`config.mk`:
```
export PLATFORM = sky130hd
export DESIGN_NAME = bbtx_whiten_path
export DESIGN_NICKNAME = d
export VERILOG_FILES = /design/src/design/bbtx_pkg.sv /design/src/design/bbtx_whiten_path.sv
export VERILOG_INCLUDE_DIRS = /design/src /design/src/design
export SDC_FILE = /design/constraint.sdc
export NUM_CORES = 1
export LEC_CHECK = 0
export BUFFER_PORTS_ARGS = -buffer_cell sky130_fd_sc_hd__buf_4
export CORE_MARGIN = 2
export CORE_UTILIZATION = 59
export CTS_BUF_LIST = sky130_fd_sc_hd__clkbuf_8
export DETAILED_ROUTE_END_ITERATION = 6
export GPL_ROUTABILITY_DRIVEN = 0
export PLACE_DENSITY_LB_ADDON = 0.15
export SLEW_MARGIN = 20
export SYNTH_ARGS = -nofsm -noshare
export SYNTH_HDL_FRONTEND = slang
export SYNTH_SLANG_ARGS = --single-unit
```
`constraint.sdc`:
```
create_clock -name i_clk_sys -period 9 [get_ports i_clk_sys]
set_input_delay 0.45 -clock i_clk_sys [delete_from_list [all_inputs] [get_ports i_clk_sys]]
set_output_delay 0.45 -clock i_clk_sys [all_outputs]
set_load 0.01 [all_outputs]
```
`src/design/bbtx_consts.svh`:
```
// register offsets, field positions and reset values of the transmit whitening path
`ifndef BBTX_CONSTS_SVH
`define BBTX_CONSTS_SVH
// ---------------------------------------------------------------
// register byte offsets
// ---------------------------------------------------------------
`define BBTX_OFF_CTRL      8'h00
`define BBTX_OFF_ASYNC     8'h04
`define BBTX_OFF_SYNC      8'h08
`define BBTX_OFF_STATUS    8'h0C
// ---------------------------------------------------------------
// control field positions
// ---------------------------------------------------------------
`define BBTX_CTRL_SLV_LSB  0
`define BBTX_CTRL_SLV_MSB  2
`define BBTX_CTRL_GOOD     3
`define BBTX_CTRL_ACKPEND  4
`define BBTX_CTRL_CONT     5
`define BBTX_CTRL_LM       6
`define BBTX_CTRL_SEED_LSB 8
`define BBTX_CTRL_SEED_MSB 9
`define BBTX_CTRL_IDREQ    10
`define BBTX_CTRL_FLUSH    16
`define BBTX_CTRL_RST      32'h0000_0000
// ---------------------------------------------------------------
// logical channel codes, whitening register reset value and bus response codes
// ---------------------------------------------------------------
`define BBTX_LCH_LM        2'h3
`define BBTX_LCH_START     2'h2
`define BBTX_LCH_CONT      2'h1
`define BBTX_WHT_RST       7'h7F
`define BBTX_AXI_OKAY      2'h0
`define BBTX_AXI_SLVERR    2'h2
`endif

```
`src/design/bbtx_pkg.sv`:
```
// types shared by the transmit whitening path
package bbtx_pkg;
   typedef enum logic [2:0] {
      BBTX_PKT_NONE = 3'h0,
      BBTX_PKT_NULL = 3'h1,
      BBTX_PKT_DM1  = 3'h2,
      BBTX_PKT_DH1  = 3'h3,
      BBTX_PKT_HV   = 3'h4,
      BBTX_PKT_DV   = 3'h5,
      BBTX_PKT_ID   = 3'h6
   } bbtx_pkt_type;

   typedef enum logic [1:0] {
      BBTX_SEED_CLK   = 2'h0,
      BBTX_SEED_HOP79 = 2'h1,
      BBTX_SEED_HOP23 = 2'h2
   } bbtx_seed_type;

   typedef struct packed {
      bbtx_pkt_type pkt;
      logic [1:0]   lch;
      logic [2:0]   slave;
      logic         has_hdr;
   } bbtx_desc_type;
endpackage

```
`src/design/bbtx_whiten_path.sv`:
```
// transmit payload buffers, packet type choice and data whitening
//
// The AXI4-Lite interface to the registers and the register addresses were decided locally.
`timescale 1ns/100ps
`include "bbtx_consts.svh"
module bbtx_whiten_path #(
   parameter int SLV_W = 3
) (
   input  wire logic                  i_clk_sys,
   input  wire logic                  i_rst_b,
   input  wire logic [7:0]            s_axi_awaddr,
   input  wire logic                  s_axi_awvalid,
   output      logic                  s_axi_awready,
   input  wire logic [31:0]           s_axi_wdata,
   input  wire logic [3:0]            s_axi_wstrb,
   input  wire logic                  s_axi_wvalid,
   output      logic                  s_axi_wready,
   output      logic [1:0]            s_axi_bresp,
   output      logic                  s_axi_bvalid,
   input  wire logic                  s_axi_bready,
   input  wire logic [7:0]            s_axi_araddr,
   input  wire logic                  s_axi_arvalid,
   output      logic                  s_axi_arready,
   output      logic [31:0]           s_axi_rdata,
   output      logic [1:0]            s_axi_rresp,
   output      logic                  s_axi_rvalid,
   input  wire logic                  s_axi_rready,
   input  wire logic [6:1]            i_master_clk,
   input  wire logic [4:0]            i_hop_x,
   input  wire logic                  i_tx_slot,
   input  wire logic                  i_sco_slot,
   input  wire logic                  i_ack,
   input  wire logic                  i_nak,
   input  wire logic                  i_pkt_start,
   input  wire logic                  i_bit_valid,
   input  wire logic                  i_bit_data,
   output      bbtx_pkg::bbtx_desc_type o_desc,
   output      logic                  o_desc_valid,
   output      logic [31:0]           o_async_word,
   output      logic [31:0]           o_sync_word,
   output      logic                  o_wht_valid,
   output      logic                  o_wht_data
);
   localparam int NENT = 2 ** (SLV_W + 1);

   // ---------------------------------------------------------------
   // reset release
   // ---------------------------------------------------------------
   logic [1:0] rst_sync_r;
   logic       rst_n;
   always_ff @(posedge i_clk_sys or negedge i_rst_b) begin
      if (!i_rst_b) begin
         rst_sync_r <= 2'h0;
      end else begin
         rst_sync_r <= {rst_sync_r[0], 1'b1};
      end
   end
   assign rst_n = rst_sync_r[1];

   // ---------------------------------------------------------------
   // functions
   // ---------------------------------------------------------------
   function automatic logic [SLV_W:0] ent(input logic [SLV_W-1:0] s, input logic h);
      ent = {s, h};
   endfunction

   function automatic logic [6:0] lfsr_step(input logic [6:0] w);
      lfsr_step = {w[5:4], w[3] ^ w[6], w[2:0], w[6]};
   endfunction

   // ---------------------------------------------------------------
   // AXI4-Lite slave
   // ---------------------------------------------------------------
   logic        aw_have_r;
   logic [7:0]  aw_addr_r;
   logic        w_have_r;
   logic [31:0] w_data_r;
   logic [3:0]  w_strb_r;
   logic        bvalid_r;
   logic [1:0]  bresp_r;
   logic        rvalid_r;
   logic [31:0] rdata_r;
   logic [1:0]  rresp_r;
   logic        wr_go;
   logic        wr_ctrl;
   logic        wr_async;
   logic        wr_sync;
   logic        wr_hit;
   logic        rd_go;
   logic        rd_hit;
   logic [31:0] rd_word;

   assign s_axi_awready = !aw_have_r && !bvalid_r;
   assign s_axi_wready  = !w_have_r && !bvalid_r;
   assign s_axi_bvalid  = bvalid_r;
   assign s_axi_bresp   = bresp_r;
   assign s_axi_arready = !rvalid_r;
   assign s_axi_rvalid  = rvalid_r;
   assign s_axi_rdata   = rdata_r;
   assign s_axi_rresp   = rresp_r;
   assign wr_go    = aw_have_r && w_have_r && !bvalid_r;
   assign wr_ctrl  = wr_go && (aw_addr_r == `BBTX_OFF_CTRL);
   assign wr_async = wr_go && (aw_addr_r == `BBTX_OFF_ASYNC) && (w_strb_r == 4'hF);
   assign wr_sync  = wr_go && (aw_addr_r == `BBTX_OFF_SYNC) && (w_strb_r == 4'hF);
   assign wr_hit   = (aw_addr_r == `BBTX_OFF_CTRL) || (aw_addr_r == `BBTX_OFF_ASYNC)
                   || (aw_addr_r == `BBTX_OFF_SYNC);
   assign rd_go    = s_axi_arvalid && !rvalid_r;
   assign rd_hit   = (s_axi_araddr == `BBTX_OFF_CTRL) || (s_axi_araddr == `BBTX_OFF_STATUS);

   always_ff @(posedge i_clk_sys or negedge rst_n) begin
      if (!rst_n) begin
         aw_have_r <= 1'b0;
         aw_addr_r <= 8'h00;
         w_have_r  <= 1'b0;
         w_data_r  <= 32'h0000_0000;
         w_strb_r  <= 4'h0;
         bvalid_r  <= 1'b0;
         bresp_r   <= `BBTX_AXI_OKAY;
      end else begin
         if (s_axi_awvalid && s_axi_awready) begin
            aw_have_r <= 1'b1;
            aw_addr_r <= {s_axi_awaddr[7:2], 2'h0};
         end
         if (s_axi_wvalid && s_axi_wready) begin
            w_have_r <= 1'b1;
            w_data_r <= s_axi_wdata;
            w_strb_r <= s_axi_wstrb;
         end
         if (wr_go) begin
            aw_have_r <= 1'b0;
            w_have_r  <= 1'b0;
            bvalid_r  <= 1'b1;
            bresp_r   <= wr_hit ? `BBTX_AXI_OKAY : `BBTX_AXI_SLVERR;
         end else if (bvalid_r && s_axi_bready) begin
            bvalid_r <= 1'b0;
         end
      end
   end

   always_ff @(posedge i_clk_sys or negedge rst_n) begin
      if (!rst_n) begin
         rvalid_r <= 1'b0;
         rdata_r  <= 32'h0000_0000;
         rresp_r  <= `BBTX_AXI_OKAY;
      end else if (rd_go) begin
         rvalid_r <= 1'b1;
         rdata_r  <= rd_hit ? rd_word : 32'h0000_0000;
         rresp_r  <= rd_hit ? `BBTX_AXI_OKAY : `BBTX_AXI_SLVERR;
      end else if (rvalid_r && s_axi_rready) begin
         rvalid_r <= 1'b0;
      end
   end

   // ---------------------------------------------------------------
   // control register
   // ---------------------------------------------------------------
   logic [31:0]         ctrl_r;
   logic [SLV_W-1:0]    sel_slave;
   logic                flush;
   assign sel_slave = ctrl_r[`BBTX_CTRL_SLV_LSB +: SLV_W];
   assign flush     = wr_ctrl && w_data_r[`BBTX_CTRL_FLUSH];

   always_ff @(posedge i_clk_sys or negedge rst_n) begin
      if (!rst_n) begin
         ctrl_r <= `BBTX_CTRL_RST;
      end else if (wr_ctrl) begin
         ctrl_r <= {16'h0000, w_data_r[15:0]};
      end
   end

   // ---------------------------------------------------------------
   // async buffers, one pair per slave
   // ---------------------------------------------------------------
   logic [31:0]          async_mem_r [NENT];
   logic [1:0]           async_lch_r [NENT];
   logic [NENT-1:0]      async_vld_r;
   logic [2**SLV_W-1:0]  async_sw_r;
   logic [SLV_W-1:0]     last_slave_r;
   logic                 ack_go;
   logic [SLV_W:0]       load_ent;
   logic [SLV_W:0]       read_ent;
   logic [SLV_W:0]       acked_ent;
   logic [1:0]           load_lch;
   // switch set: load half = sw, read half = ~sw, so the two never meet
   assign load_ent  = ent(sel_slave, async_sw_r[sel_slave]);
   assign read_ent  = ent(sel_slave, !async_sw_r[sel_slave]);
   assign acked_ent = ent(last_slave_r, !async_sw_r[last_slave_r]);
   assign ack_go    = i_ack && !i_nak;
   assign load_lch  = ctrl_r[`BBTX_CTRL_LM]   ? `BBTX_LCH_LM :
                      ctrl_r[`BBTX_CTRL_CONT] ? `BBTX_LCH_CONT :
                      `BBTX_LCH_START;

   always_ff @(posedge i_clk_sys) begin
      if (wr_async) begin
         async_mem_r[load_ent] <= w_data_r;
         async_lch_r[load_ent] <= load_lch;
      end
   end

   always_ff @(posedge i_clk_sys or negedge rst_n) begin
      if (!rst_n) begin
         async_vld_r <= '0;
         async_sw_r  <= '0;
      end else begin
         // consumed register is emptied; the same ack moves the switch, so it is the next one loaded
         if (ack_go) begin
            async_vld_r[acked_ent] <= 1'b0;
         end
         if (wr_async) begin
            async_vld_r[load_ent] <= 1'b1;
         end
         // per-slave switch: ack for last served slave, flush for selected one
         for (int s = 0; s < 2 ** SLV_W; s++) begin
            if ((ack_go && last_slave_r == SLV_W'(s))
                || (flush && sel_slave == SLV_W'(s))) begin
               async_sw_r[s] <= !async_sw_r[s];
            end
         end
      end
   end

   // ---------------------------------------------------------------
   // sync buffer
   // ---------------------------------------------------------------
   logic [31:0] sync_mem_r [2];
   logic        sync_sw_r;
   always_ff @(posedge i_clk_sys) begin
      if (wr_sync) begin
         sync_mem_r[sync_sw_r] <= w_data_r;
      end
   end

   // ---------------------------------------------------------------
   // packet choice at each transmit slot
   // ---------------------------------------------------------------
   logic                   cur_vld;
   logic                   cur_lm;
   bbtx_pkg::bbtx_pkt_type pick;
   logic                   uses_async;
   assign cur_vld = async_vld_r[read_ent];
   assign cur_lm  = cur_vld && (async_lch_r[read_ent] == `BBTX_LCH_LM);
   assign pick =
      ctrl_r[`BBTX_CTRL_IDREQ]             ? bbtx_pkg::BBTX_PKT_ID :
      (i_sco_slot && cur_lm)               ? bbtx_pkg::BBTX_PKT_DM1 :
      (i_sco_slot && cur_vld)              ? bbtx_pkg::BBTX_PKT_DV :
      i_sco_slot                           ? bbtx_pkg::BBTX_PKT_HV :
      cur_lm                               ? bbtx_pkg::BBTX_PKT_DM1 :
      (cur_vld && ctrl_r[`BBTX_CTRL_GOOD]) ? bbtx_pkg::BBTX_PKT_DH1 :
      cur_vld                              ? bbtx_pkg::BBTX_PKT_DM1 :
      ctrl_r[`BBTX_CTRL_ACKPEND]           ? bbtx_pkg::BBTX_PKT_NULL :
      bbtx_pkg::BBTX_PKT_NONE;
   assign uses_async = (pick == bbtx_pkg::BBTX_PKT_DM1) || (pick == bbtx_pkg::BBTX_PKT_DH1)
                     || (pick == bbtx_pkg::BBTX_PKT_DV);

   always_ff @(posedge i_clk_sys or negedge rst_n) begin
      if (!rst_n) begin
         o_desc       <= '0;
         o_desc_valid <= 1'b0;
         o_async_word <= 32'h0000_0000;
         o_sync_word  <= 32'h0000_0000;
         last_slave_r <= '0;
         sync_sw_r    <= 1'b0;
      end else begin
         o_desc_valid <= i_tx_slot;
         if (i_tx_slot) begin
            o_desc.pkt     <= pick;
            o_desc.lch     <= uses_async ? async_lch_r[read_ent] : 2'h0;
            o_desc.slave   <= 3'(sel_slave);
            o_desc.has_hdr <= (pick != bbtx_pkg::BBTX_PKT_ID)
                              && (pick != bbtx_pkg::BBTX_PKT_NONE);
            // nak keeps the switch, so the same word is offered again
            o_async_word <= uses_async ? async_mem_r[read_ent] : 32'h0000_0000;
            last_slave_r <= sel_slave;
         end
         if (i_tx_slot && i_sco_slot) begin
            o_sync_word <= (pick == bbtx_pkg::BBTX_PKT_DM1) ? 32'h0000_0000
                           : sync_mem_r[!sync_sw_r];
            sync_sw_r   <= !sync_sw_r;
         end
      end
   end

   // ---------------------------------------------------------------
   // data whitening
   // ---------------------------------------------------------------
   bbtx_pkg::bbtx_seed_type seed_mode;
   logic [6:0]              seed;
   logic [6:0]              wht_r;
   assign seed_mode = bbtx_pkg::bbtx_seed_type'(ctrl_r[`BBTX_CTRL_SEED_MSB:`BBTX_CTRL_SEED_LSB]);
   assign seed = (seed_mode == bbtx_pkg::BBTX_SEED_HOP79) ? {2'h3, i_hop_x} :
                 (seed_mode == bbtx_pkg::BBTX_SEED_HOP23) ? {2'h3, 1'b0, i_hop_x[3:0]} :
                 {1'b1, i_master_clk};

   always_ff @(posedge i_clk_sys or negedge rst_n) begin
      if (!rst_n) begin
         wht_r       <= `BBTX_WHT_RST;
         o_wht_valid <= 1'b0;
         o_wht_data  <= 1'b0;
      end else begin
         o_wht_valid <= i_bit_valid && !i_pkt_start;
         if (i_pkt_start) begin
            wht_r <= seed;
         end else if (i_bit_valid) begin
            // one step per bit, header through CRC, never reloaded mid-packet
            wht_r      <= lfsr_step(wht_r);
            o_wht_data <= i_bit_data ^ wht_r[6];
         end
      end
   end

   // ---------------------------------------------------------------
   // status read word
   // ---------------------------------------------------------------
   assign rd_word = (s_axi_araddr == `BBTX_OFF_CTRL) ? ctrl_r :
      {8'h00, o_desc.pkt, o_desc.lch, sync_sw_r, cur_vld, 1'b0,
       8'(async_sw_r), 8'(async_vld_r[2*(2**SLV_W)-1 -: 8])};
endmodule

```
==> metrics <==
status=complete, but fails checks; failing checks=design-rule violations; final setup violation count=0; Syn-to-layout area delta=16.6%; final core occ=70.0%; share of cells above drive strength 1=between 30% and 40%; Fin. Hold Viols=0; Adder-Cell Fraction of Synth Area=0%; final net count=2034; clock buffer depth=3; simple logic cell fraction of the synthesized area=under 10%; DRC Markers=3; Compound-Gate Fraction of Synth Area=6.01%; fin crit period=4930 ps; Final Max Tran Viols=0; Finished Layout Cells=2739; Max VDD drop=about 0.27 mV; synth top area cells=edfxtp_1 59%, dfrtp_1 15%, mux4_2 9.7%, mux2_2 2.1%, mux2i_1 1.7%; Fillers=3315; half-perimeter wire length after placement=roughly 38000 um; FP Rows=83; Leak Pwr=roughly 0.013 uW; Die X-Extent=233 um; Pwr Total=about 12000 uW; Avg Cell Area, Syn=18.8 um^2; mapped cell area=31000 um^2; Worst-Margin Slew=1140 ps; CTS buffer count=130; CP endpoint kind=flop; setup tns final=0 ps; RSZ-0062 raised after global routing=false; Skew-Pair Late Insertion Delay=770 ps; Seq/Total Area, Yosys=about 75%; Clock Skews=around 34 ps; FMAX=slightly above 0.2 GHz; HP Start=i_hop_x[4]; Routed WL per cell=between 20 and 30 um; Root Driver=clkbuf_8; core area=just over 50000 um^2; Synth cell types=63; Reg-to-Reg End=o_sync_word[31]; largest net degree at the start of global routing=between 150 and 200; Mapped Cells=1644; CP max stage cell=dfrtp_1; R2R Setup Slk=4070 ps; die area=approximately 54000 um^2; I/O Pins=194; Buffers on Ports=180; Worst Setup Start Kind=flop; Reg clk slew, reported paths=60 ps; first-pass GRT wire length=approximately 110000 um; placed cells=2443; detailed-route vias per instance=6.16; Starting Density=60.0%; most common cell in the synthesized netlist=edfxtp_1; Die Ht=233 um; WHS Path Cells=5; via count=16900; Max-Cap Viols=0; critical path's most frequent cell=buf_4; TritonCTS Sinks=805; first drt pass iteration count=5; CP max stage delay=slightly above 900 ps; total wire length=between 70000 and 80000 um; Ys Warns=0; Post-synth EDFFs=608; Hold Crit Endpoint=wht_r[4]; critical path data required time=9590 ps; XOR/XNOR Fraction of Synth Area=0.367%; Crit Path Category=flop to flop; Hold Path Class=primary input to flop; main combinational cell family by area after synthesis=multiplexers; CP Data Arrival Time=5520 ps; multiplexer share of the synthesized area=a little over an eighth; area leader, netlist=edfxtp_1; CP max FO=42; fin crit share=54.8%; top_reg_cell synth=edfxtp_1; DRT antenna net count=0; Overflow after GRT=0; Yosys top cell area share=58.9%; cts repair resizes=0; htree depth=4; Yosys reg bits=roughly 810; initial antenna violation count=3; TritonCTS clock tree=done; Reg2Reg Depth=10; hold_ws=94.1 ps; Pwr Density=320 nW/um^2; FFs w/ async S/R, synth=24.5%; worst-path cell chain=nand2b_4 > o22ai_4 > a211oi_4 > buf_4 > mux2i_1 > a32o_1 > or4_4 > nor4b_4 > buf_4 > a211oi_1; Post-synth top cells=608 x edfxtp_1, 190 x dfrtp_1, 133 x mux4_2, 71 x o22ai_1; Max-slew headroom=approximately a quarter; vias in the first global route=17400; Starting DRT DRC Count=1789; RR Startpoint=ctrl_r[1]; GRT Util Overall=27.6%
[report_power, final]
group / switching [uW] / internal (uW)
Clock: 1360 / 1470
Sequential: 700 / 4730
Combinational: 1630 / 1670
[through the flow]
stage	cell area (um^2)	setup slack [ps]
2_1_floorplan	31000	3120
3_3_place_gp	33100	3510
3_5_place_dp	33100	3830
4_1_cts	36100	3800
5_1_grt	36100	3720
6_report	36100	4070
[area by class of cell]
type	count	area [um^2]	area share [%]
sequential	805	23200	64.3
antenna	4	10.0	0.0277
clock inverter	88	388	1.07
timing repair buffer	274	2240	6.20
clock buffer	142	1950	5.41
tap	680	851	2.36
multi-input combinational	704	7310	20.2
inverter	42	158	0.437
[sequential cells by signal (all words and copies together), names as in the netlist, 7 cells and up]
name / count
async_sw_r: 8
w_data_r: 32
o_sync_word: 32
wht_r: 7
async_mem_r: 512
async_vld_r: 16
sync_mem_r: 64
o_async_word: 32
async_lch_r: 32
s_axi_rdata: 23
ctrl_r: 16
[how the worst max path moves through the flow]
stage / startpoint / to / cells past startpoint
6_report: ctrl_r[1] / o_sync_word[31] / 10
5_1_grt: ctrl_r[1] / o_async_word[15] / 9
4_1_cts: ctrl_r[1] / o_async_word[15] / 8
3_5_place_dp: ctrl_r[1] / o_async_word[15] / 8
3_3_place_gp: ctrl_r[1] / o_async_word[15] / 8
2_1_floorplan: rst_sync_r[1] / async_sw_r[0] / 0
[what timing repair did]
item,4_1_cts,5_1_grt
endpoints found under the hold margin,58,0
hold buffers,60,0
buffers inserted,0,0
[cells in the final DEF, fill, tap and decap left out, types with 8 or more instances in the layout]
master         Yosys  layout
a211oi_2          30      30
o21ai_0           51      51
o22ai_1           71      71
nor2_1            59      49
mux2i_1           54      54
mux2_2            59      59
nor2_4             0      10
clkinv_2           0       9
nand2_1           44      44
mux4_2           133     133
nand2b_1          13      12
edfxtp_1         608     608
conb_1             2      12
nor2b_1           10      10
a21oi_1           12      12
inv_1             42     103
a211oi_1          11      11
dfrtp_1          190     187
nand3_1           11      11
clkbuf_8           0     142
dlygate4sd3_1      0      60
buf_4             12     212
o32ai_1           34      34
clkinv_1           0      12
xor2_1             8       8
[cell families after synthesis]
family                 after synthesis
AO/OA/AOI/OAI                      246
AND/OR/NAND/NOR                    184
buffers and inverters              145
XOR/XNOR                            13
flip-flops                         805
multiplexers                       249
other                                2
[metal layers]
metal / track usage, % / up-vias / share of wire [%]
met3: 5.65 / 164 / 7.9
met2: 43.8 / 783 / 49
met5: 0 / - / 0
met4: 11.6 / 0 / 3.2
li1: - / 7189 / -
met1: 37.8 / 8731 / 40
[worst max-delay path: cells and delay by family (launching register included)]
| kind | cells | cell delay, ps |
|---|---|---|
| simple gates | 3 | 1480 |
| buf+inv | 2 | 1220 |
| flops | 1 | 920 |
| compound gates | 4 | 920 |
| mux | 1 | 170 |
(Power assumes the default switching activity.)
